--- src/hw/spi_flags_pkg.sv ---
package spi_flags_pkg;
  // Register offsets on the plain register port
  localparam logic [3:0] STATUS_ADDR = 4'h0;
  localparam logic [3:0] CONTROL_ADDR = 4'h4;
  localparam logic [3:0] IRQ_STATUS_ADDR = 4'h8;
  localparam logic [3:0] IRQ_MASK_ADDR = 4'hC;
  // Status field positions
  localparam int RXCNT_LSB = 24;
  localparam int TXCNT_LSB = 16;
  localparam int FRAME_ERROR_FLAG_BIT = 12;
  localparam int BUSY_BIT = 11;
  localparam int TUR_BIT = 8;
  localparam int SHIFTER_EMPTY_FLAG_BIT = 7;
  localparam int ROV_BIT = 6;
  localparam int RBE_BIT = 5;
  localparam int TBE_BIT = 3;
  localparam int TBF_BIT = 1;
  localparam int RBF_BIT = 0;
  // Control field positions
  localparam int CTL_ON_BIT = 0;
  localparam int CTL_DEEP_BIT = 1;
  localparam int CTL_FRM_BIT = 2;
  localparam int CTL_IGNORE_OVERFLOW_BIT = 3;
  localparam int CTL_IGNORE_UNDERRUN_BIT = 4;
  // Interrupt bit positions
  localparam int IRQ_ROV = 0;
  localparam int IRQ_TUR = 1;
  localparam int IRQ_FRM = 2;
  localparam int IRQ_W = 3;
  // Buffer geometry
  localparam int PTR_W = 4;
  localparam int CNT_W = 5;
  localparam logic [PTR_W-1:0] PTR_ONE = 4'h1;
  localparam logic [CNT_W-1:0] CNT_ZERO = 5'h00;
  localparam logic [31:0] WORD_ZERO = 32'h0000_0000;
  // Link quiet time in clock cycles; longer than a half period of the link clock
  localparam int QUIET_W = 6;
  localparam logic [QUIET_W-1:0] LINK_QUIET = 6'h30;
  localparam logic [QUIET_W-1:0] QUIET_ONE = 6'h01;
  localparam logic [QUIET_W-1:0] QUIET_ZERO = 6'h00;
  // Event strobes and status levels from the shifting datapath
  typedef struct packed {
    logic tx_load;    // Word moved from holding buffer to shifter
    logic rx_deliver; // Word delivered to receive buffer
    logic rx_complete; // Word fully received
    logic frame_err;  // Frame error detected
    logic underrun;   // Transmit underrun in framed sync mode
    logic shifter_full; // Shifter holds data
    logic active;     // Transaction in progress
  } shift_events_t;
  // Buffer pointers of the deep buffer
  typedef struct packed {
    logic [PTR_W-1:0] cpu_read_pointer;
    logic [PTR_W-1:0] shifter_write_pointer;
    logic [PTR_W-1:0] cpu_write_pointer;
    logic [PTR_W-1:0] shifter_read_pointer;
  } buf_ptrs_t;
endpackage : spi_flags_pkg

--- src/hw/spi_status_flag_logic.sv ---
// Operation
// RQ1: Receive element count reported in bits 28-24, valid in deep buffer mode.
// RQ2: Transmit element count reported in bits 20-16, valid in deep buffer mode.
// RQ3: Frame error sets bit 12 in framed mode; software clears it.
// RQ4: Bit 11 high while any transaction runs, low when idle.
// RQ5: Underrun sets bit 8; cleared by off/on cycle or writing zero.
// RQ6: Bit 7 shows shifter empty in deep buffer mode.
// RQ7: Overflow bit 6 sets when a word arrives before the previous was read.
// RQ8: Overflow clears only by off/on cycle or software writing zero.
// RQ9: Bit 5 shows receive FIFO empty when read and write pointers match.
// RQ10: Bit 3 sets on word move to shifter, clears on data write, resets one.
// RQ11: Standard mode bit 1 sets on data write, clears on move to shifter.
// RQ12: Deep mode transmit full when write pointer plus one equals read pointer.
// RQ13: Standard mode bit 0 sets on delivery, clears on data read.
// RQ14: Deep mode receive full when write pointer plus one equals read pointer.
// RQ15: All unimplemented status bits read zero.
// RQ16: Overflow without ignore setting halts serial operation.
// RQ17: Underrun without ignore setting halts serial operation.
// RQ18: Writes to read-only status bits are ignored.
// RQ19: Element counts read zero after reset and when disabled.
//
// Decided for this implementation: the address-and-strobe port and the register addresses.
`timescale 1ns/1ps
module spi_status_flag_logic (
  input wire logic mclk_i, // 250 MHz clock
  input wire logic resetn_i, // Async active-low reset
  input wire logic [3:0] addr_i, // Register byte address
  input wire logic [31:0] wdata_i, // Write data
  input wire logic wr_i, // Write strobe
  input wire logic rd_i, // Read strobe
  input wire logic data_wr_i, // Software wrote the data window
  input wire logic data_rd_i, // Software read the data window
  input wire spi_flags_pkg::shift_events_t ev_i, // Datapath events
  input wire spi_flags_pkg::buf_ptrs_t ptrs_i, // Deep buffer pointers
  input wire logic link_sck_i, // Serial clock from the link
  output logic [31:0] rdata_o, // Read data, cycle after strobe
  output logic irq_o, // Level interrupt
  output logic halt_o, // Serial operation halted
  output logic module_on_o, // Module enable
  output logic deep_buffer_select_o, // Deep buffer selected
  output logic framed_mode_enable_o // Framed mode enabled
);
  import spi_flags_pkg::*;

  logic rst_s1, rst_n;
  logic [4:0] ctl;
  logic tx_buffer_empty_flag, tx_std_full, rx_std_full;
  logic rx_overflow_flag, tx_underrun_flag, frame_error_flag;
  logic [CNT_W-1:0] tx_element_count, rx_element_count;
  logic [IRQ_W-1:0] irq_stat, irq_mask, irq_set;
  logic sck_s1, sck_s2, sck_s3, link_busy;
  logic [31:0] serial_port_status;
  logic on, deep, sw_stat_wr, halt;
  // Link quiet timer, deep receive full and interrupt edge helpers
  logic [QUIET_W-1:0] sck_quiet;
  logic sck_edge;
  logic rx_deep_full;
  logic [IRQ_W-1:0] irq_prev, irq_rise;

  assign on = ctl[CTL_ON_BIT];
  assign deep = ctl[CTL_DEEP_BIT];
  assign sw_stat_wr = wr_i && (addr_i == STATUS_ADDR);
  // Any change of the synchronised link clock is an edge
  assign sck_edge = sck_s2 ^ sck_s3;
  // Deep receive buffer full; a word completing now has nowhere to go
  assign rx_deep_full = ((ptrs_i.shifter_write_pointer + PTR_ONE) == ptrs_i.cpu_read_pointer);

  // Reset release through two flip-flops
  always_ff @(posedge mclk_i or negedge resetn_i) begin
    if (!resetn_i) begin
      rst_s1 <= 1'b0;
      rst_n <= 1'b0;
    end else begin
      rst_s1 <= 1'b1;
      rst_n <= rst_s1;
    end
  end

  // Link clock synchroniser; reset value matches the idle-low link clock
  // so no false edge follows reset, and the edge compares the second and third stages
  always_ff @(posedge mclk_i or negedge rst_n) begin
    if (!rst_n) begin
      sck_s1 <= 1'b0;
      sck_s2 <= 1'b0;
      sck_s3 <= 1'b0;
    end else begin
      sck_s1 <= link_sck_i;
      sck_s2 <= sck_s1;
      sck_s3 <= sck_s2;
    end
  end

  // Quiet timer: every link edge restarts it, so busy spans a whole frame
  // instead of pulsing once per edge; a frame cut short simply lets the
  // timer run out and busy falls by itself
  always_ff @(posedge mclk_i or negedge rst_n) begin
    if (!rst_n) begin
      sck_quiet <= QUIET_ZERO;
    end else if (sck_edge) begin
      sck_quiet <= LINK_QUIET;
    end else if (sck_quiet != QUIET_ZERO) begin
      sck_quiet <= sck_quiet - QUIET_ONE;
    end
  end

  // Link activity level
  always_ff @(posedge mclk_i or negedge rst_n) begin
    if (!rst_n) begin
      link_busy <= 1'b0;
    end else begin
      link_busy <= sck_edge || (sck_quiet != QUIET_ZERO); // RQ4
    end
  end

  // Control register
  // Clearing the enable bit is the hardware clear of every error flag,
  // count and halt below; the interrupt status and mask keep their bits
  always_ff @(posedge mclk_i or negedge rst_n) begin
    if (!rst_n) begin
      ctl <= 5'h00;
    end else if (wr_i && (addr_i == CONTROL_ADDR)) begin
      ctl <= wdata_i[4:0];
    end
  end

  // Transmit empty flag, resets to one
  // A load into the shifter wins over a data write in the same cycle,
  // since the written word then waits behind the one just taken
  always_ff @(posedge mclk_i or negedge rst_n) begin
    if (!rst_n) begin
      tx_buffer_empty_flag <= 1'b1;
    end else if (!on) begin
      tx_buffer_empty_flag <= 1'b1;
    end else if (ev_i.tx_load) begin
      tx_buffer_empty_flag <= 1'b1; // RQ10
    end else if (data_wr_i) begin
      tx_buffer_empty_flag <= 1'b0; // RQ10
    end
  end

  // Standard mode transmit full
  always_ff @(posedge mclk_i or negedge rst_n) begin
    if (!rst_n) begin
      tx_std_full <= 1'b0;
    end else if (!on) begin
      tx_std_full <= 1'b0;
    end else if (data_wr_i) begin
      tx_std_full <= 1'b1; // RQ11
    end else if (ev_i.tx_load) begin
      tx_std_full <= 1'b0; // RQ11
    end
  end

  // Standard mode receive full
  // A delivery wins over a read in the same cycle: the new word is unread
  always_ff @(posedge mclk_i or negedge rst_n) begin
    if (!rst_n) begin
      rx_std_full <= 1'b0;
    end else if (!on) begin
      rx_std_full <= 1'b0;
    end else if (ev_i.rx_deliver) begin
      rx_std_full <= 1'b1; // RQ13
    end else if (data_rd_i) begin
      rx_std_full <= 1'b0; // RQ13
    end
  end

  // Receive overflow: a completed word finds the receive side still full;
  // the full test follows the buffer mode. Hardware set wins over a clear
  always_ff @(posedge mclk_i or negedge rst_n) begin
    if (!rst_n) begin
      rx_overflow_flag <= 1'b0;
    end else if (!on) begin
      rx_overflow_flag <= 1'b0; // RQ8
    end else if (ev_i.rx_complete && (deep ? rx_deep_full : rx_std_full)) begin
      rx_overflow_flag <= 1'b1; // RQ7
    end else if (sw_stat_wr && !wdata_i[ROV_BIT]) begin
      rx_overflow_flag <= 1'b0; // RQ8
    end
  end

  // Transmit underrun, only in framed operation; set wins over a clear
  always_ff @(posedge mclk_i or negedge rst_n) begin
    if (!rst_n) begin
      tx_underrun_flag <= 1'b0;
    end else if (!on) begin
      tx_underrun_flag <= 1'b0; // RQ5
    end else if (ev_i.underrun && ctl[CTL_FRM_BIT]) begin
      tx_underrun_flag <= 1'b1; // RQ5
    end else if (sw_stat_wr && !wdata_i[TUR_BIT]) begin
      tx_underrun_flag <= 1'b0; // RQ5
    end
  end

  // Frame error, only in framed operation; set wins over a clear
  always_ff @(posedge mclk_i or negedge rst_n) begin
    if (!rst_n) begin
      frame_error_flag <= 1'b0;
    end else if (!on) begin
      frame_error_flag <= 1'b0;
    end else if (ev_i.frame_err && ctl[CTL_FRM_BIT]) begin
      frame_error_flag <= 1'b1; // RQ3
    end else if (sw_stat_wr && !wdata_i[FRAME_ERROR_FLAG_BIT]) begin
      frame_error_flag <= 1'b0; // RQ3
    end
  end

  // Critical error halt
  // The halt latches: clearing the flag does not restart the link, only
  // an off/on cycle of the module does, so software must re-enable it
  always_ff @(posedge mclk_i or negedge rst_n) begin
    if (!rst_n) begin
      halt <= 1'b0;
    end else if (!on) begin
      halt <= 1'b0;
    end else if (rx_overflow_flag && !ctl[CTL_IGNORE_OVERFLOW_BIT]) begin
      halt <= 1'b1; // RQ16
    end else if (tx_underrun_flag && !ctl[CTL_IGNORE_UNDERRUN_BIT]) begin
      halt <= 1'b1; // RQ17
    end
  end

  // Transmit element count from the pointer difference, zero unless on and deep
  // The pointers wrap at the buffer depth, so a 4-bit difference is exact;
  // the top count bit stays zero and the count lags the pointers one cycle
  always_ff @(posedge mclk_i or negedge rst_n) begin
    if (!rst_n) begin
      tx_element_count <= CNT_ZERO; // RQ19
    end else if (!on || !deep) begin
      tx_element_count <= CNT_ZERO; // RQ19
    end else begin
      tx_element_count <= {1'b0, ptrs_i.cpu_write_pointer - ptrs_i.shifter_read_pointer}; // RQ2
    end
  end

  // Receive element count, same scheme as the transmit side
  always_ff @(posedge mclk_i or negedge rst_n) begin
    if (!rst_n) begin
      rx_element_count <= CNT_ZERO; // RQ19
    end else if (!on || !deep) begin
      rx_element_count <= CNT_ZERO; // RQ19
    end else begin
      rx_element_count <= {1'b0, ptrs_i.shifter_write_pointer - ptrs_i.cpu_read_pointer}; // RQ1
    end
  end

  // Status word; unimplemented bits stay zero
  // Deep-mode flags follow the pointers with no delay, so a read sees the
  // buffer state of the strobe cycle; in standard mode the shifter empty
  // and receive empty bits read zero
  always_comb begin
    serial_port_status = WORD_ZERO; // RQ15
    serial_port_status[RXCNT_LSB +: CNT_W] = rx_element_count; // RQ1
    serial_port_status[TXCNT_LSB +: CNT_W] = tx_element_count; // RQ2
    serial_port_status[FRAME_ERROR_FLAG_BIT] = frame_error_flag;
    serial_port_status[BUSY_BIT] = ev_i.active || link_busy; // RQ4
    serial_port_status[TUR_BIT] = tx_underrun_flag;
    serial_port_status[ROV_BIT] = rx_overflow_flag;
    serial_port_status[TBE_BIT] = tx_buffer_empty_flag;
    if (deep) begin
      serial_port_status[SHIFTER_EMPTY_FLAG_BIT] = !ev_i.shifter_full; // RQ6
      serial_port_status[RBE_BIT] =
        (ptrs_i.cpu_read_pointer == ptrs_i.shifter_write_pointer); // RQ9
      serial_port_status[TBF_BIT] =
        ((ptrs_i.cpu_write_pointer + PTR_ONE) == ptrs_i.shifter_read_pointer); // RQ12
      serial_port_status[RBF_BIT] =
        ((ptrs_i.shifter_write_pointer + PTR_ONE) == ptrs_i.cpu_read_pointer); // RQ14
    end else begin
      serial_port_status[TBF_BIT] = tx_std_full; // RQ11
      serial_port_status[RBF_BIT] = rx_std_full; // RQ13
    end
  end

  // Interrupt events are the rising edges of the error flags: a flag that
  // stays set raises its sticky bit only once, so a write-one clear holds
  // until the event happens again
  assign irq_set = {frame_error_flag, tx_underrun_flag, rx_overflow_flag};
  assign irq_rise = irq_set & ~irq_prev;

  // Previous flag levels; reset matches the cleared flags, so no false edge
  always_ff @(posedge mclk_i or negedge rst_n) begin
    if (!rst_n) begin
      irq_prev <= 3'h0;
    end else begin
      irq_prev <= irq_set;
    end
  end

  // Sticky interrupt status; set wins over a write-one clear
  always_ff @(posedge mclk_i or negedge rst_n) begin
    if (!rst_n) begin
      irq_stat <= 3'h0;
    end else if (wr_i && (addr_i == IRQ_STATUS_ADDR)) begin
      irq_stat <= (irq_stat & ~wdata_i[IRQ_W-1:0]) | irq_rise;
    end else begin
      irq_stat <= irq_stat | irq_rise;
    end
  end

  // Interrupt mask, same layout as the status
  always_ff @(posedge mclk_i or negedge rst_n) begin
    if (!rst_n) begin
      irq_mask <= 3'h0;
    end else if (wr_i && (addr_i == IRQ_MASK_ADDR)) begin
      irq_mask <= wdata_i[IRQ_W-1:0];
    end
  end

  // Level interrupt, one cycle behind status and mask
  always_ff @(posedge mclk_i or negedge rst_n) begin
    if (!rst_n) begin
      irq_o <= 1'b0;
    end else begin
      irq_o <= |(irq_stat & irq_mask);
    end
  end

  // Read port; status writes touch only clearable bits
  // Read data stand for exactly one cycle and fall back to zero, so a
  // master that samples late sees zero rather than a stale word
  always_ff @(posedge mclk_i or negedge rst_n) begin
    if (!rst_n) begin
      rdata_o <= WORD_ZERO;
    end else if (rd_i) begin
      unique case (addr_i)
        STATUS_ADDR: rdata_o <= serial_port_status; // RQ18
        CONTROL_ADDR: rdata_o <= {27'h0000000, ctl};
        IRQ_STATUS_ADDR: rdata_o <= {29'h00000000, irq_stat};
        IRQ_MASK_ADDR: rdata_o <= {29'h00000000, irq_mask};
        default: rdata_o <= WORD_ZERO;
      endcase
    end else begin
      rdata_o <= WORD_ZERO;
    end
  end

  // Registered control outputs
  // Each lags its control bit, or the halt register, by one cycle, keeping every output on a flop
  always_ff @(posedge mclk_i or negedge rst_n) begin
    if (!rst_n) begin
      halt_o <= 1'b0;
      module_on_o <= 1'b0;
      deep_buffer_select_o <= 1'b0;
      framed_mode_enable_o <= 1'b0;
    end else begin
      halt_o <= halt;
      module_on_o <= on;
      deep_buffer_select_o <= deep;
      framed_mode_enable_o <= ctl[CTL_FRM_BIT];
    end
  end
endmodule : spi_status_flag_logic

--- config.mk ---
export PLATFORM = sky130hd
export DESIGN_NAME = spi_status_flag_logic
export DESIGN_NICKNAME = d
export VERILOG_FILES = /design/src/hw/spi_flags_pkg.sv /design/src/hw/spi_status_flag_logic.sv
export SDC_FILE = /design/constraint.sdc
export NUM_CORES = 1
export LEC_CHECK = 0
export BUFFER_PORTS_ARGS = -buffer_cell sky130_fd_sc_hd__buf_2
export CAP_MARGIN = 20
export CORE_MARGIN = 10
export CORE_UTILIZATION = 45
export DETAILED_ROUTE_END_ITERATION = 10
export PLACE_DENSITY = 0.76
export SYNTH_ARGS = -nofsm -noshare
export SYNTH_HDL_FRONTEND = slang
export SYNTH_SLANG_ARGS = --single-unit
--- constraint.sdc ---
create_clock -name mclk_i -period 2.1 [get_ports mclk_i]
set_input_delay 0.105 -clock mclk_i [delete_from_list [all_inputs] [get_ports mclk_i]]
set_output_delay 0.105 -clock mclk_i [all_outputs]
set_load 0.02 [all_outputs]
Yosys cells after proc, flatten, opt, wreduce, memory -nomap -nowiden
Index checks and enable logic that the tools add are counted.
Widths: inputs -> output; s select.
- register bits: 77
- bits in latches: 0
- memory bits (writable): 0
- ROM bits: 0
- input port bits: 66
- logic and storage cells: 110
- memories kept: 0
- add/subtract/negate cells: 5
- $mul: 0
- div/mod/pow operators: 0
- $lt $le $gt $ge: 0
- eq/ne operators: 12
- shift operators: 0
- multiplexer cells: 32
- bitwise logic cells: 8
- reduce and logical (&&, ||, !) cells: 27
- operators by type and width (operator ; count):
    $pmux 29 s4 ; 1
    $mux 29 ; 1
    $mux 1 ; 24
    $eq 4x4->1 ; 3
    $logic_and 1x1->1 ; 12
    $mux 6 ; 2
    $ne 3x1->1 const B ; 4
    $and 3x3->3 ; 3
    $add 4x1->4 const B ; 2
    $eq 4x4->1 const B ; 2
    $logic_not 1->1 ; 8
    $mux 4 ; 2
    $sub 4x4->4 ; 2
    $ne 3x3->1 const B ; 2
    $not 3->3 ; 2
    $or 3x3->3 ; 2
    $reduce_bool 6->1 ; 1
    $sub 6x1->6 const B ; 1
    $eq 4x3->1 const B ; 1
    $logic_not 4->1 ; 1
    $logic_or 1x1->1 ; 3
    $mux 3 ; 1
    $reduce_or 3->1 ; 1
    $mux 2 ; 1
    other kinds (2) ; 2

Depth between registers and ports, before layout
- word-level depth: 6
- depth in mapped cells: 7
- gate-level depth less buffers: 6

Worst setup path before layout
No wires, ideal clock.
- kind: reg-to-reg
- start: register sck_quiet[0]
- end: register link_busy
- data arrival time: 1637 ps
- required time: 1976 ps
- slack: 339 ps
- stages on the path, launching flop included: 7
- path buffers: 1
- clock period less this slack: 1761 ps
- cell sequence: dfrtp_1 inv_1 ha_1 or3b_1 or3_1 buf_2 or2_1
- cells in the longest elaborated chain, start to end: 2
- RTL lines (what ; line ; text):
    start: declaration ; spi_status_flag_logic.sv:55 ; logic [QUIET_W-1:0] sck_quiet;
    start signal: assignment ; spi_status_flag_logic.sv:102 ; sck_quiet <= sck_quiet - QUIET_ONE;
    $reduce_bool 6->1 ; spi_status_flag_logic.sv:111 ; link_busy <= sck_edge || (sck_quiet != QUIET_ZERO);
    $logic_or 1x1->1 ; spi_status_flag_logic.sv:111 ;
    end signal: assignment ; spi_status_flag_logic.sv:111 ;
    end: declaration ; spi_status_flag_logic.sv:51 ; logic sck_s1, sck_s2, sck_s3, link_busy;
Every way passes these cells.
A chain may end at the register's enable or synchronous reset.

Worst setup path after layout
- start: register sck_quiet[0]
- end: register sck_quiet[0]
- cells in the longest elaborated chain, start to end: 3
- elaborated cells on any way between the ends: 5
- RTL lines (what ; line ; text):
    $sub 6x1->6 ; spi_status_flag_logic.sv:102 ;
    $mux 6 ; spi_status_flag_logic.sv:101 ; end else if (sck_quiet != QUIET_ZERO) begin
    $mux 6 ; spi_status_flag_logic.sv:99 ; end else if (sck_edge) begin
Several ways; a longest one is shown, not always the timed one. The select of a mux whose other input is x is not followed.

==> results.toml <==
[floorplanning]
die_area_mm2 = 0.00998
core-area_mm2 = 0.00628
ios = 103
start_util = 0.457
dieHeight_um = 99.9
die_x_um = 99.9
rows = 29

[route]
vias = 1997
wl_per_cell_um = 14.7
ant_nets = 0
first_iter_violations = 80
vias_per_cell = 4.85
firstDrtPassIters = 4
post-route-drc-count = 0
drt-total-wl_mm = 6.04

[critical_path]
max_stage_delay_ns = 0.43
critical_path.endpoint_type = "flip-flop"
path_class = "flip-flop to flip-flop"
crit_chain = "inv_1 -> ha_1 -> or3b_1 -> or3_1 -> xnor2_1 -> nor2_1"
cp.required_ns = 2.30
reg2reg_depth = 6
cp.arrival_ns = 2.05
worstPathMaxFanout = 6
critPathLaunchType = "flip-flop"
crit_slowest_cell = "or3_1"

[power_and_ir_drop]
power_density_mw_per_mm2 = 936
power.total_mw = 3.35
peakVddDrop_mv = 0.467
power.leakage_nw = 1.81

[global_routing]
track_usage = 0.126
antenna_found_initial = 0
grt_pass1_wl_mm = 10.1
grt_overflow = 0
grt_start_max_net_pins = 24
grt_pass1_vias = 2147

[sta]
clock.fmax_ghz = 0.540
rsz0062_at_grt = "no"
slew_headroom = 0.633
finalSetupViolCount = 0
finalHoldViolations = 0
fin_tns_setup_ns = 0
setup_slack_ns = 0.250
slew_violations = 0
whs_ns = 0.0319
min_period_ns = 1.85
worst_pin_slew_ns = 0.548
fin_crit_sh = 0.881
fin_worst_skew_ns = 0.00730

[status]
status = "finished clean"

[cts]
clk_pin_slew_ns = 0.07
cts.path.max_buffers = 2
numCtsBuffers = 9
cts_tree = "built"
htreeDepth = 3
worstSkewPairLatency_ns = 0.34
postCtsHoldBufs = 9
clockRootBuffer = "clkbuf_8"
cts_resized = 0
post_cts_buffers = 0
clock-sinks = 65

[placement]
port_buffers = 65
gp_congestion = 0.836
dpl_cell_area_mm2 = 0.00325
dpl.hpwl_mm = 4.64
dp_cells = 387
preCtsSetupSlack_ns = 0.256

[yosys]
yosys.area_share.adder = 0.0532
yosys.area.top_type_share = 0.558
ys_ff_latch = 65
synth-simple-area-share = 0.139
yosysTopAreaCell = "dfrtp_1"
ys_types = 45
netlist_area_mm2 = 0.00287
synthCells = 249
synth.avg_cell_area_um2 = 11.5
synth_compound_area_frac = 0.0802
synth_area_leaders = "dfrtp_1, ha_1, mux2_2"
ys_seq_area_frac = 0.567
muxShareOfSynthArea = 0.0458
yosys_warnings = 0
synth_xor_xnor_area_share = 0.0427
synth_top_family_by_area = "simple AND/OR/NAND/NOR gates"

[min_path]
min_path_cells = 2
hp-class = "input port to flip-flop"

[final_layout]
stdcell_count = 412
fin_util = 0.570
drive_gt1_frac = 0.299
n_fill_cell = 572
final_design_area_no_fill_mm2 = 0.00358
n_antenna_cell = 0
syn_to_final_growth_pct = 24.6
nets = 407

[job]
max-cap-violations = 0
cell families (layout without fill, tap and decap cells):
kind of cell             Yosys count  in the layout
AO/OA/AOI/OAI                     32             32
flip-flops                        65             65
XOR/XNOR                          14             14
buffers and inverters             39            113
AND/OR/NAND/NOR                   74             74
other                              2             14
multiplexers                      12             12
adder cells (fa/ha/maj)           11             11
layer usage:
layer  wire length [um]  GRT usage  vias up
met5                  0          0        -
met4                165     0.0761        0
met3                368     0.0364       13
met2               2920      0.199       62
met1               2590      0.150      944
li1                   -          -      978
critical path, delay by kind of cell, from the launching register on:
kind | cells | cell delay [ns]
simple gates | 3 | 0.88
xor+xnor | 1 | 0.18
flops | 1 | 0.40
buf+inv | 1 | 0.07
fa+ha+maj | 1 | 0.19
power by group:
group | internal (mW) | total, mW | switching (mW)
logic | 0.252 | 0.531 | 0.278
registers | 1.42 | 1.55 | 0.134
clock network | 0.787 | 1.27 | 0.478
total | 2.46 | 3.35 | 0.890
layout by cell type, fill, tap and decap left out, drive strengths merged, types with 14 or more instances in the layout:
cell	n
nand2	14
inv	18
buf	70
conb	14
nor2	14
dfrtp	64
worst paths after layout:
path	startpoint	to	slack [ns]
worst min register to register	rst_n	sck_s2	0.23
min in group asynchronous	resetn_i	rst_s1	0.07
max in group asynchronous	rst_n	tx_buffer_empty_flag	1.16
worst min-delay path	wdata_i[1]	irq_mask[1]	0.03
worst max register to register	sck_quiet[0]	sck_quiet[0]	0.25
worst max-delay path	sck_quiet[0]	sck_quiet[0]	0.25
cell usage after synthesis:
master,count
a2111oi_2,1
a211o_1,2
a211oi_1,1
a211oi_2,1
a21boi_0,2
a21oi_1,7
a221oi_1,1
a222oi_1,1
a22o_1,1
a31oi_1,3
a41o_1,1
and2_1,9
and3_1,1
and3b_1,1
buf_1,1
buf_2,3
buf_4,13
clkbuf_1,4
conb_1,2
dfrtp_1,64
dfstp_2,1
fa_1,2
ha_1,9
inv_1,18
mux2_2,9
mux2i_1,3
nand2_1,14
nand2b_1,3
nand3_1,6
nand3b_1,2
nor2_1,14
nor2b_1,4
nor3_1,5
nor3_2,1
nor3b_1,6
nor4_1,2
o21a_1,3
o21ai_0,5
o22ai_1,1
o2bb2ai_1,2
or2_1,1
or3_1,3
or3b_1,2
xnor2_1,6
xor2_1,8
final cells by class:
class / instances / area (um2) / area share
inverter: 18 / 67.6 / 0.0189
clock inverter: 7 / 119 / 0.0332
multi-input combinational: 157 / 1090 / 0.305
timing repair buffer: 79 / 453 / 0.127
sequential: 65 / 1630 / 0.455
clock buffer: 9 / 124 / 0.0346
tap: 77 / 96.3 / 0.0269
registers in the layout, summed over array words and instances, names as in the netlist, 3 cells and up:
name,cells
ctl,5
irq_mask,3
irq_prev,3
irq_stat,3
rdata_o,19
rx_element_count,4
sck_quiet,6
tx_element_count,4
(Power assumes the default switching activity.)
